===== config.mk =====
export PLATFORM = sky130hd
export DESIGN_NAME = low_power_mode_sequencer
export DESIGN_NICKNAME = d
export VERILOG_FILES = /design/src/pkg/lpm_pkg.sv /design/src/verilog/low_power_mode_sequencer.sv
export SDC_FILE = /design/constraint.sdc
export NUM_CORES = 1
export LEC_CHECK = 0
export ABC_AREA = 1
export BUFFER_PORTS_ARGS = -buffer_cell sky130_fd_sc_hd__buf_2
export CAP_MARGIN = 5
export CORE_MARGIN = 8
export CORE_UTILIZATION = 50
export DETAILED_ROUTE_END_ITERATION = 6
export GPL_TIMING_DRIVEN = 0
export PLACE_DENSITY = 0.73
export SKIP_LAST_GASP = 1
export SLEW_MARGIN = 20
export SYNTH_ARGS = -nofsm -noshare
export SYNTH_HDL_FRONTEND = slang
export SYNTH_SLANG_ARGS = --single-unit

===== constraint.sdc =====
create_clock -name pclk -period 3.2 [get_ports pclk]
set_clock_uncertainty 0.15 [all_clocks]
set_input_delay 0 -clock pclk [delete_from_list [all_inputs] [get_ports pclk]]
set_output_delay 0 -clock pclk [all_outputs]
set_load 0.01 [all_outputs]

===== src/pkg/lpm_pkg.sv =====
// Constants, register map and state codes for the low-power mode sequencer
// How it works
// - Standby keeps system clock for 16, 32 or 64 cycles by divider select.
// - In standby peripheral clocks stop; PLL and watchdog keep running.
// - External clock output goes low 32 to 45 cycles after sleep.
// - Standby wake resumes within 100 cycles, or 1125 from sleeping flash.
// - Latency ends at the instruction after sleep; interrupt entry may take longer.
// - Halt keeps the same flush delay, then stops oscillator and core clock.
// - Halt stops peripherals and PLL; crystal source also stops internal oscillator.
// - Software keep-alive bits hold both internal oscillators and watchdog in halt.
// - Falling edge on wake pin restarts oscillator and begins leaving halt.
// - After oscillator start, wait PLL lock up to 1 ms before core clock.
// - After PLL lock resume within 1125 cycles from flash, 35 from RAM.
// - Wake interrupt is serviced after resume only when enabled.
package lpm_pkg;
    localparam int CLK_PERIOD_NS = 100;
    localparam int PLL_LOCK_MS   = 1;
    localparam int PLL_LOCK_CYC  = PLL_LOCK_MS * 1000000 / CLK_PERIOD_NS;
    localparam int OSC_START_US  = 100;
    localparam int OSC_START_CYC = OSC_START_US * 1000 / CLK_PERIOD_NS;
    localparam int CNT_W         = 14;

    localparam logic [6:0] FLUSH_CYC_SHORT = 7'd16;
    localparam logic [6:0] FLUSH_CYC_MID   = 7'd32;
    localparam logic [6:0] FLUSH_CYC_LONG  = 7'd64;
    localparam logic [6:0] XCLK_LOW_MIN    = 7'd32;
    localparam logic [6:0] ENTRY_CNT_MAX   = 7'd127;
    localparam logic [6:0] WAKE_PLAIN_CYC  = 7'd3;
    localparam logic [6:0] WAKE_QUAL_BASE  = 7'd2;
    localparam logic [CNT_W-1:0] RESUME_FAST_CYC = 14'd100;
    localparam logic [CNT_W-1:0] RESUME_SLOW_CYC = 14'd1125;
    localparam logic [CNT_W-1:0] RESUME_RAM_CYC  = 14'd35;

    localparam logic [7:0] LPCFG_OFS  = 8'h00;
    localparam logic [7:0] KEEP_OFS   = 8'h04;
    localparam logic [7:0] STATUS_OFS = 8'h08;

    localparam int CFG_HALT_BIT  = 0;
    localparam int CFG_QEN_BIT   = 1;
    localparam int CFG_QCNT_LSB  = 2;
    localparam int KEEP_DIV_LSB  = 0;
    localparam int KEEP_OSC1_BIT = 2;
    localparam int KEEP_OSC2_BIT = 3;
    localparam int KEEP_WD_BIT   = 4;
    localparam int KEEP_XTAL_BIT = 5;
    localparam int KEEP_MEM_LSB  = 6;
    localparam int KEEP_IEN_BIT  = 8;
    localparam logic [7:0] LPCFG_RST = 8'h00;
    localparam logic [8:0] KEEP_RST  = 9'h000;

    localparam logic [1:0] MEM_FLASH_ACTIVE = 2'h0;
    localparam logic [1:0] MEM_FLASH_SLEEP  = 2'h1;

    typedef enum logic [6:0] {
        ST_RUN       = 7'h01,
        ST_FLUSH     = 7'h02,
        ST_STANDBY   = 7'h04,
        ST_HALT      = 7'h08,
        ST_OSC_START = 7'h10,
        ST_PLL_LOCK  = 7'h20,
        ST_RESUME    = 7'h40
    } lpm_state_e;
endpackage : lpm_pkg


===== src/verilog/low_power_mode_sequencer.sv =====
// Standby and halt sequencer with APB register access
//
// The APB register port and the placing of the registers were left to the implementer.
`timescale 1ns/1ns
module low_power_mode_sequencer
    import lpm_pkg::*;
#(
    parameter int PLL_LOCK_CYCLES  = PLL_LOCK_CYC,
    parameter int OSC_START_CYCLES = OSC_START_CYC
) (
    input  wire logic        pclk,
    input  wire logic        presetn,
    input  wire logic        psel,
    input  wire logic        penable,
    input  wire logic        pwrite,
    input  wire logic [7:0]  paddr,
    input  wire logic [31:0] pwdata,
    output logic [31:0]      prdata,
    output logic             pready,
    output logic             pslverr,
    input  wire logic        sleep_exec,
    input  wire logic        wake_gpio_pin,
    output logic             system_clock_out_en,
    output logic             core_clock_input_en,
    output logic             peripheral_clock_en,
    output logic             pll_en,
    output logic             oscillator_en,
    output logic             internal_oscillator_one_en,
    output logic             internal_oscillator_two_en,
    output logic             watchdog_en,
    output logic             external_clock_output,
    output logic             program_resume,
    output logic             wake_interrupt
);
    if (PLL_LOCK_CYCLES < 1 || PLL_LOCK_CYCLES >= 2**CNT_W) begin : g_chk_pll
        $error("PLL_LOCK_CYCLES out of counter range");
    end
    if (OSC_START_CYCLES < 1 || OSC_START_CYCLES >= 2**CNT_W) begin : g_chk_osc
        $error("OSC_START_CYCLES out of counter range");
    end
    localparam logic [CNT_W-1:0] PLL_LAST = CNT_W'(PLL_LOCK_CYCLES - 1);
    localparam logic [CNT_W-1:0] OSC_LAST = CNT_W'(OSC_START_CYCLES - 1);

    // APB slave: one wait state so read data comes from a flop
    logic        pready_ff, nxt_pready;
    logic        pslverr_ff, nxt_pslverr;
    logic [31:0] prdata_ff, nxt_prdata;
    logic [7:0]  lpcfg_ff, nxt_lpcfg;
    logic [8:0]  keep_ff, nxt_keep;
    logic        bus_hit;

    // Sequencer state
    lpm_state_e       state_ff, nxt_state;
    logic [6:0]       ent_ff, nxt_ent;
    logic [6:0]       qcnt_ff, nxt_qcnt;
    logic [CNT_W-1:0] cnt_ff, nxt_cnt;
    logic [CNT_W-1:0] lim_ff, nxt_lim;
    logic             resume_ff, nxt_resume;
    logic             irq_ff, nxt_irq;
    logic [8:0]       clk_en_ff, nxt_clk_en;
    logic             wake_s1_ff, wake_s2_ff, wake_d_ff;

    logic             sleep_go, wake_fall, stby_wake;
    logic [6:0]       flush_cyc, wake_need;
    logic             keep_wd, keep_xtal;

    always_comb begin
        bus_hit     = (paddr == LPCFG_OFS) || (paddr == KEEP_OFS) || (paddr == STATUS_OFS);
        nxt_pready  = psel && penable && !pready_ff;
        nxt_pslverr = psel && penable && !pready_ff && !bus_hit;
        nxt_prdata  = 32'h0000_0000;
        if (psel && penable && !pready_ff) begin
            unique case (paddr)
                LPCFG_OFS:  nxt_prdata = {24'h00_0000, lpcfg_ff};
                KEEP_OFS:   nxt_prdata = {23'h00_0000, keep_ff};
                STATUS_OFS: nxt_prdata = {18'h0_0000, qcnt_ff, state_ff};
                default:    nxt_prdata = 32'h0000_0000;
            endcase
        end
        nxt_lpcfg = lpcfg_ff;
        nxt_keep  = keep_ff;
        if (psel && penable && pready_ff && pwrite) begin
            if (paddr == LPCFG_OFS) begin
                nxt_lpcfg = pwdata[7:0];
            end
            if (paddr == KEEP_OFS) begin
                nxt_keep = pwdata[8:0];
            end
        end
    end

    always_ff @(posedge pclk or negedge presetn) begin
        if (!presetn) begin
            pready_ff  <= 1'b0;
            pslverr_ff <= 1'b0;
            prdata_ff  <= 32'h0000_0000;
            lpcfg_ff   <= LPCFG_RST;
            keep_ff    <= KEEP_RST;
        end else begin
            pready_ff  <= nxt_pready;
            pslverr_ff <= nxt_pslverr;
            prdata_ff  <= nxt_prdata;
            lpcfg_ff   <= nxt_lpcfg;
            keep_ff    <= nxt_keep;
        end
    end

    // Wake pin is asynchronous; only the second stage and its delayed copy (wake_d_ff) feed logic
    always_ff @(posedge pclk or negedge presetn) begin
        if (!presetn) begin
            wake_s1_ff <= 1'b1;
            wake_s2_ff <= 1'b1;
            wake_d_ff  <= 1'b1;
        end else begin
            wake_s1_ff <= wake_gpio_pin;
            wake_s2_ff <= wake_s1_ff;
            wake_d_ff  <= wake_s2_ff;
        end
    end

    always_comb begin
        keep_wd   = keep_ff[KEEP_WD_BIT];
        keep_xtal = keep_ff[KEEP_XTAL_BIT];
        unique case (keep_ff[KEEP_DIV_LSB +: 2])
            2'h2:    flush_cyc = FLUSH_CYC_MID;
            2'h3:    flush_cyc = FLUSH_CYC_LONG;
            default: flush_cyc = FLUSH_CYC_SHORT;
        endcase
        // Qualified width counts from the pin's low level, sampled per clock
        wake_need = lpcfg_ff[CFG_QEN_BIT]
                  ? WAKE_QUAL_BASE + {1'b0, lpcfg_ff[CFG_QCNT_LSB +: 6]}
                  : WAKE_PLAIN_CYC;
        sleep_go  = (state_ff == ST_RUN) && sleep_exec;
        wake_fall = wake_d_ff && !wake_s2_ff;
        // Only reachable after the flush, so a wake pulse that ends within the 16 to 64 flush cycles is ignored
        stby_wake = (state_ff == ST_STANDBY) && !wake_s2_ff && (qcnt_ff >= wake_need - 7'd1);

        nxt_state  = state_ff;
        nxt_cnt    = cnt_ff;
        nxt_lim    = lim_ff;
        nxt_resume = 1'b0;
        nxt_irq    = 1'b0;
        nxt_qcnt   = (state_ff == ST_STANDBY && !wake_s2_ff && qcnt_ff != 7'h7f)
                   ? qcnt_ff + 7'd1 : 7'd0;
        if (sleep_go) begin
            nxt_ent = 7'd1;
        end else if (state_ff != ST_RUN && ent_ff != ENTRY_CNT_MAX) begin
            nxt_ent = ent_ff + 7'd1;
        end else if (state_ff == ST_RUN) begin
            nxt_ent = 7'd0;
        end else begin
            nxt_ent = ent_ff;
        end

        unique case (state_ff)
            ST_RUN: begin
                if (sleep_go) begin
                    nxt_state = ST_FLUSH;
                end
            end
            ST_FLUSH: begin
                // Counter reads 1 in the first cycle after sleep, so this holds the full delay
                if (ent_ff == flush_cyc) begin
                    nxt_state = lpcfg_ff[CFG_HALT_BIT] ? ST_HALT : ST_STANDBY;
                end
            end
            ST_STANDBY: begin
                if (stby_wake) begin
                    nxt_state = ST_RESUME;
                    nxt_cnt   = '0;
                    nxt_lim   = (keep_ff[KEEP_MEM_LSB +: 2] == MEM_FLASH_SLEEP)
                              ? RESUME_SLOW_CYC - 14'd1 : RESUME_FAST_CYC - 14'd1;
                end
            end
            ST_HALT: begin
                if (wake_fall) begin
                    nxt_state = ST_OSC_START;
                    nxt_cnt   = '0;
                end
            end
            ST_OSC_START: begin
                nxt_cnt = cnt_ff + 14'd1;
                if (cnt_ff == OSC_LAST) begin
                    nxt_state = ST_PLL_LOCK;
                    nxt_cnt   = '0;
                end
            end
            ST_PLL_LOCK: begin
                nxt_cnt = cnt_ff + 14'd1;
                if (cnt_ff == PLL_LAST) begin
                    nxt_state = ST_RESUME;
                    nxt_cnt   = '0;
                    nxt_lim   = (keep_ff[KEEP_MEM_LSB +: 2] <= MEM_FLASH_SLEEP)
                              ? RESUME_SLOW_CYC - 14'd1 : RESUME_RAM_CYC - 14'd1;
                end
            end
            ST_RESUME: begin
                nxt_cnt = cnt_ff + 14'd1;
                if (cnt_ff == lim_ff) begin
                    nxt_state  = ST_RUN;
                    nxt_resume = 1'b1;
                    nxt_irq    = keep_ff[KEEP_IEN_BIT];
                end
            end
        endcase

        // Enables follow the next state so each output is a plain flop
        nxt_clk_en[0] = nxt_state inside {ST_RUN, ST_FLUSH, ST_RESUME};
        nxt_clk_en[1] = nxt_state inside {ST_RUN, ST_FLUSH, ST_RESUME};
        nxt_clk_en[2] = nxt_state inside {ST_RUN, ST_FLUSH, ST_RESUME};
        nxt_clk_en[3] = !(nxt_state inside {ST_HALT, ST_OSC_START});
        nxt_clk_en[4] = nxt_state != ST_HALT;
        nxt_clk_en[5] = nxt_state != ST_HALT || keep_ff[KEEP_OSC1_BIT] || !keep_xtal;
        nxt_clk_en[6] = nxt_state != ST_HALT || keep_ff[KEEP_OSC2_BIT] || !keep_xtal;
        nxt_clk_en[7] = !(nxt_state inside {ST_HALT, ST_OSC_START, ST_PLL_LOCK}) || keep_wd;
        // Clock out keeps toggling until 32 cycles after sleep, whatever the flush length
        nxt_clk_en[8] = (nxt_ent > XCLK_LOW_MIN) ? 1'b0 : !clk_en_ff[8];
    end

    always_ff @(posedge pclk or negedge presetn) begin
        if (!presetn) begin
            state_ff  <= ST_RUN;
            ent_ff    <= 7'd0;
            qcnt_ff   <= 7'd0;
            cnt_ff    <= '0;
            lim_ff    <= '0;
            resume_ff <= 1'b0;
            irq_ff    <= 1'b0;
            clk_en_ff <= 9'h0ff;
        end else begin
            state_ff  <= nxt_state;
            ent_ff    <= nxt_ent;
            qcnt_ff   <= nxt_qcnt;
            cnt_ff    <= nxt_cnt;
            lim_ff    <= nxt_lim;
            resume_ff <= nxt_resume;
            irq_ff    <= nxt_irq;
            clk_en_ff <= nxt_clk_en;
        end
    end

    assign prdata                     = prdata_ff;
    assign pready                     = pready_ff;
    assign pslverr                    = pslverr_ff;
    assign system_clock_out_en        = clk_en_ff[0];
    assign core_clock_input_en        = clk_en_ff[1];
    assign peripheral_clock_en        = clk_en_ff[2];
    assign pll_en                     = clk_en_ff[3];
    assign oscillator_en              = clk_en_ff[4];
    assign internal_oscillator_one_en = clk_en_ff[5];
    assign internal_oscillator_two_en = clk_en_ff[6];
    assign watchdog_en                = clk_en_ff[7];
    assign external_clock_output      = clk_en_ff[8];
    assign program_resume             = resume_ff;
    assign wake_interrupt             = irq_ff;
endmodule : low_power_mode_sequencer

After elaboration in Yosys (flattened, before gate mapping)
Cells that the tools add are included.

word-level totals
  bits in registers = 114
  input bits = 47
  output and inout bits = 45
  word-level logic and storage cells = 120

operators by class
  add/subtract/negate cells = 5
  magnitude comparators = 3
  equality and inequality tests = 29
  muxes and demuxes = 32
  reductions and logical operators = 35

operators with widths
  operator                 number
  $mux W14                 6
  $mux W7                  12
  $pmux W14 S5             1
  $pmux W7 S7              1
  $pmux W14 S3             1
  $mux W32                 1
  $pmux W14 S2             1
  $mux W11                 2
  $add A14 B1 Y14 const B  1
  $add A7 B1 Y7 const B    2
  $eq A14 B10 Y1 const B   1
  $eq A14 B14 Y1           1
  $eq A14 B14 Y1 const B   1
  $eq A7 B1 Y1 const B     2
  $eq A7 B2 Y1 const B     2
  $eq A7 B4 Y1 const B     2
  $eq A7 B5 Y1 const B     2
  $eq A7 B6 Y1 const B     2
  $eq A7 B7 Y1 const B     2
  $ne A7 B7 Y1 const B     2
  $pmux W7 S2              1
  $logic_and A1 B1 Y1      11
  $eq A8 B3 Y1 const B     1
  $eq A8 B4 Y1 const B     1
  other kinds (22)         45

Longest topological paths before layout
  depth in word-level cells = 11
  gate-level depth with buffers = 18
  mapped depth without buffers = 18

Worst setup path before layout
No wires, ideal clock.

  path type = flip-flop to flip-flop
  start = register lpcfg_ff[1]
  end = register clk_en_ff[5]
  setup time = 0.089 ns
  arrival = 2.448 ns
  data required time = 2.961 ns
  setup slack = 0.513 ns
  stages on the path, launching flop included = 19
  buffers on the path = 0
  clock period less this slack = 2.687 ns
  cell sequence = dfrtp_1 -> inv_1 -> nor2_1 -> ha_1 -> nand2_1 -> nor2_1 -> nand3_1 -> xor2_1 -> ha_1 -> nand2_1 -> inv_1 -> a21oi_1 -> nand3_1 -> nand2_2 -> nand3_1 -> nor2_1 -> nand2_1 -> nor2_2 -> nand4_1

on the way
  cells in the longest elaborated chain, start to end = 9

RTL lines
  element                          line                             source
  start: declaration               low_power_mode_sequencer.sv:48   logic [7:0] lpcfg_ff, nxt_lpcfg;
  start signal: assignment         low_power_mode_sequencer.sv:103  lpcfg_ff <= nxt_lpcfg;
  $mux W7                          low_power_mode_sequencer.sv:131  ? WAKE_QUAL_BASE + {1'b0, lpcfg_ff[CFG_QCNT_LSB +: 6]}
  $sub A7 B1 Y7                    low_power_mode_sequencer.sv:136  stby_wake = (state_ff == ST_STANDBY) && !wake_s2_ff && (qcnt_ff >= wake_need - 7'd1);
  $ge A7 B7 Y1                     low_power_mode_sequencer.sv:136
  $logic_and A1 B1 Y1              low_power_mode_sequencer.sv:136
  $mux W7                          low_power_mode_sequencer.sv:168  if (stby_wake) begin
  $pmux W7 S7                      low_power_mode_sequencer.sv:155  unique case (state_ff)
  $ne A7 B4 Y1                     low_power_mode_sequencer.sv:213  nxt_clk_en[5] = nxt_state != ST_HALT || keep_ff[KEEP_OSC1_BIT] || !keep_xtal;
  $logic_or A1 B1 Y1 (2 in a row)  low_power_mode_sequencer.sv:213
  named net nxt_clk_en[5]          low_power_mode_sequencer.sv:60   logic [8:0] clk_en_ff, nxt_clk_en;
  end signal: assignment           low_power_mode_sequencer.sv:238  clk_en_ff <= nxt_clk_en;
  end: declaration                 low_power_mode_sequencer.sv:60

The timed path passes the listed nets, and every way through them passes these cells.
A chain may end at the register's enable or synchronous reset.

Final worst setup path
  start = register lpcfg_ff[3]
  end = register clk_en_ff[5]

on the way
  cells in the longest elaborated chain, start to end = 10

RTL lines
  element                          line
  $add A2 B6 Y7                    low_power_mode_sequencer.sv:131
  $mux W7                          low_power_mode_sequencer.sv:131
  $sub A7 B1 Y7                    low_power_mode_sequencer.sv:136
  $ge A7 B7 Y1                     low_power_mode_sequencer.sv:136
  $logic_and A1 B1 Y1              low_power_mode_sequencer.sv:136
  $mux W7                          low_power_mode_sequencer.sv:168
  $pmux W7 S7                      low_power_mode_sequencer.sv:155
  $ne A7 B4 Y1                     low_power_mode_sequencer.sv:213
  $logic_or A1 B1 Y1 (2 in a row)  low_power_mode_sequencer.sv:213
  named net nxt_clk_en[5]          low_power_mode_sequencer.sv:60

The timed path passes the listed nets, and every way through them passes these cells.

==> metrics.md <==
| Metric | Value |
|---|---|
| Achievable Freq | `0.338 GHz` |
| Data arrival, critical path | `3.09 ns` |
| Setup crit end kind | `register` |
| RePlAce Congestion | `between 0.9 and 1` |
| Vias in the first global route | `~4600` |
| Ys flop type | `dfrtp_1` |
| CP max stage delay | `0.44 ns` |
| Mapped Avg Cell Area | `~7.7 µm²` |
| Worst rel slew slack | `48.6%` |
| Avg Vias per Cell | `5.11` |
| Mapped Area | `between 4000 and 5000 µm²` |
| Area growth syn-to-layout | `19.2%` |
| First-pass GRT wire length | `21200 µm` |
| CTS tree | `built` |
| DP HPWL | `9690 µm` |
| Startpoint Class | `register` |
| Hold Crit Class | `in -> reg` |
| Min Tclk post-route | `a little under 3 ns` |
| Hold_ws | `between 0.01 and 0.015 ns` |
| Initial DRC Count | `239` |
| Final wirelength | `12700 µm` |
| Cell Count, Final, Fillers Out | `879` |
| Slew @ Worst Pin | `0.763 ns` |
| Area of the die | `~13000 µm²` |
| Worst path slowest cell | `dfrtp_2` |
| CP Max Fanout | `6` |
| Synth warn | `0` |
| Global Route Usage Sum | `20.2%` |
| Layout cell share with drive strength beyond 1 | `19.3%` |
| Initial Utilization | `50.8%` |
| Final setup fails | `0` |
| Worst Reg-to-Reg Cells | `17` |
| Yosys cell types | `47` |
| First-pass DRT Iterations | `4` |
| Core Area | `9680 µm²` |
| IO Pins | `92` |
| CP Class | `reg -> reg` |
| Post-synthesis sequential area ratio | `43.5%` |
| Placed Area | `5430 µm²` |
| Clock Latency Late Sink | `0.37 ns` |
| Syn Inst Count | `640` |
| Crit-path cells | `ha_1, nand2_1, nand2_1, nor2_2, nand3_1, xor2_1, ha_1, nand2_1, inv_1, a21oi_1, nand3_1, nand2_2, nand3_2, nor2_4, nand2_1, nor2_2, nand4_1` |
| Final Cycle Share | `between 90 and 100%` |
| Die X | `115 µm` |
| Status | `completed` |
| CP required | `around 3.3 ns` |
| Post-route antenna net violation count | `0` |
| Max Slew Vio Count | `0` |
| Max clock buf depth | `2` |
| VDD IR max | `0.209 mV` |
| Clock Sink Count | `85` |
| Chip height | `115 µm` |
| Fill cells | `861` |
| DRC Markers | `0` |
| DR vias | `between 4000 and 5000` |
| Clock root cell | `clkbuf_8` |
| Antenna violations before repair | `0` |
| Inst Count DP | `841` |
| FF+latch count, synth | `85` |
| Hold Path Cell Cnt | `6` |
| Total CTS buffers | `9` |
| Average wire per standard cell | `14.4 µm` |
| Port-buffer cells | `50` |
| N_diodes | `0` |
| Total negative setup slack | `0 ns` |
| Fraction of registers with async set/reset | `100%` |
| Max cap viols | `0` |
| Crit-path most repeated cell | `nand2_1` |
| H-tree Lvls | `3` |
| EDFF count, synth | `0` |
| Pwr per Cell Area | `329 nW/µm²` |
| Post-route cell area | `5860 µm²` |
| Row cnt | `36` |
| RSZ-0062 raised after global routing | `no` |
| Gr ovfl total | `0` |
| Nets | `802` |
| Fin. Hold Viols | `0` |
| Pin count of the biggest net entering global routing | `59` |
| Final Power | `0.00193 W` |
| Clk pin slew, worst setup/hold paths | `0.08 ns` |
| Leakage | `3.10 nW` |
## state kept, by name, indices dropped and copies added, names as in the netlist
| name | flops |
|---|---|
| wake_d_ff | 1 |
| wake_s2_ff | 1 |
| prdata | 14 |
| qcnt_ff | 7 |
| wake_s1_ff | 1 |
| program_resume | 1 |
| lim_ff | 5 |
| pready | 1 |
| ent_ff | 7 |
| cnt_ff | 14 |
| keep_ff | 9 |
| wake_interrupt | 1 |
| clk_en_ff | 7 |
| pslverr | 1 |
| state_ff | 7 |
| lpcfg_ff | 8 |
## path summary, 6_finish.rpt
check | start | endpoint | slack, ns
worst max-delay path | lpcfg_ff[3] | clk_en_ff[5] | 0.24
worst min-delay path | paddr[5] | prdata[8] | 0.01
worst max register to register | lpcfg_ff[3] | clk_en_ff[5] | 0.24
worst min register to register | wake_s1_ff | wake_s2_ff | 0.21
max in group asynchronous | presetn | state_ff[5] | 2.34
min in group asynchronous | presetn | clk_en_ff[6] | 0.07
## what timing repair did
action                                  CTS  global route
endpoints found under the setup margin    0            23
hold buffers                             19             0
resized for setup                         0            12
setup buffers                             0             4
hold endpoints to repair                109             0
## routing by layer
layer / part of all wire, % / global-route usage [%] / vias up
met3: 5.0 / 5.15 / 34
li1: - / - / 2220
met1: 42 / 23.8 / 2111
met4: 4.1 / 10.4 / 0
met5: 0 / 0 / -
met2: 49 / 33.4 / 126
## where the power goes
group	total (W)	leakage [nW]	internal [W]	switching, W
combinational	0.000103	1.88	0.0000469	0.0000563
clock	0.000743	0.0894	0.000357	0.000385
sequential	0.00108	1.13	0.00108	0.00000270
## cell usage in the layout, fill, tap and decap left out, drive strengths merged, types with 2 or more instances in the layout
cell         instances
nor3b                5
o211ai               4
nand4               12
nor4                 5
buf                 80
xnor2                2
xor2                 7
o221ai               6
dfstp               10
clkbuf              12
o21a                 6
ha                  13
nand2              155
conb                18
nand3b               2
dfrtp               75
nand3               50
o21bai               3
o21ai               31
nor3                15
inv                112
dlygate4sd3         18
a31oi                2
nor2                68
o31ai                2
a21oi               20
clkinv               2
## cells in the mapped netlist (2+ instances only)
master | count | share of area (%)
inv_1 | 107 | 8.2
xnor2_1 | 2 | 0.36
dfrtp_1 | 75 | 38
buf_4 | 20 | 3.1
o31ai_1 | 2 | 0.31
nor3b_1 | 5 | 0.76
nor2_4 | 2 | 0.46
nor2_1 | 57 | 4.3
o21bai_1 | 3 | 0.46
o21ai_0 | 29 | 3.0
ha_1 | 13 | 3.3
o221ai_1 | 6 | 1.1
nand4_1 | 11 | 1.4
buf_2 | 3 | 0.31
nand3_1 | 48 | 4.9
nand2_2 | 7 | 0.89
o21a_1 | 6 | 0.92
nand3b_1 | 2 | 0.31
nor2_2 | 9 | 1.1
a31oi_1 | 2 | 0.25
dfstp_2 | 10 | 5.3
nor3_2 | 2 | 0.41
inv_2 | 5 | 0.38
nor3_1 | 12 | 1.2
xor2_1 | 7 | 1.2
o211ai_1 | 4 | 0.61
nor4_1 | 5 | 0.64
a21oi_1 | 20 | 2.0
nand2_1 | 148 | 11
## through the flow
stage                     setup WS (ns)  util, %
after floorplan                   0.513        -
after global placement            0.108     55.8
after detailed placement         0.0111     56.1
after CTS                       0.00217     59.9
after global routing            0.00366     60.5
final                             0.244     60.5
## layout make-up
type / count / area [µm²] / share of cell area [%]
sequential: 85 / 2140 / 36.5
clock inverter: 4 / 51.3 / 0.875
inverter: 112 / 420 / 7.17
clock buffer: 11 / 131 / 2.24
buffer: 25 / 180 / 3.07
tap: 133 / 166 / 2.84
multi-input combinational: 435 / 2270 / 38.8
timing repair buffer: 74 / 495 / 8.45
## cell families (layout without fill, tap and decap cells)
kind of cell / after synthesis / in the layout / synth area share, %
AO/OA/AOI/OAI: 80 / 80 / 9.89
XOR/XNOR: 9 / 9 / 1.60
adder cells (fa/ha/maj): 13 / 13 / 3.31
buffers and inverters: 137 / 226 / 12.2
flip-flops: 85 / 85 / 43.5
multiplexers: 1 / 1 / 0.229
other: 1 / 18 / 0.0762
AND/OR/NAND/NOR: 314 / 314 / 29.2
## worst max-delay path, delay by kind of cell (launching register included)
kind	cells	cell delay, ns
adder cells (fa/ha/maj)	2	0.59
XOR/XNOR	1	0.17
AND/OR/NAND/NOR	12	1.31
flip-flops	1	0.44
buffers and inverters	1	0.05
AO/OA/AOI/OAI	1	0.13
(Power assumes the default switching activity.)
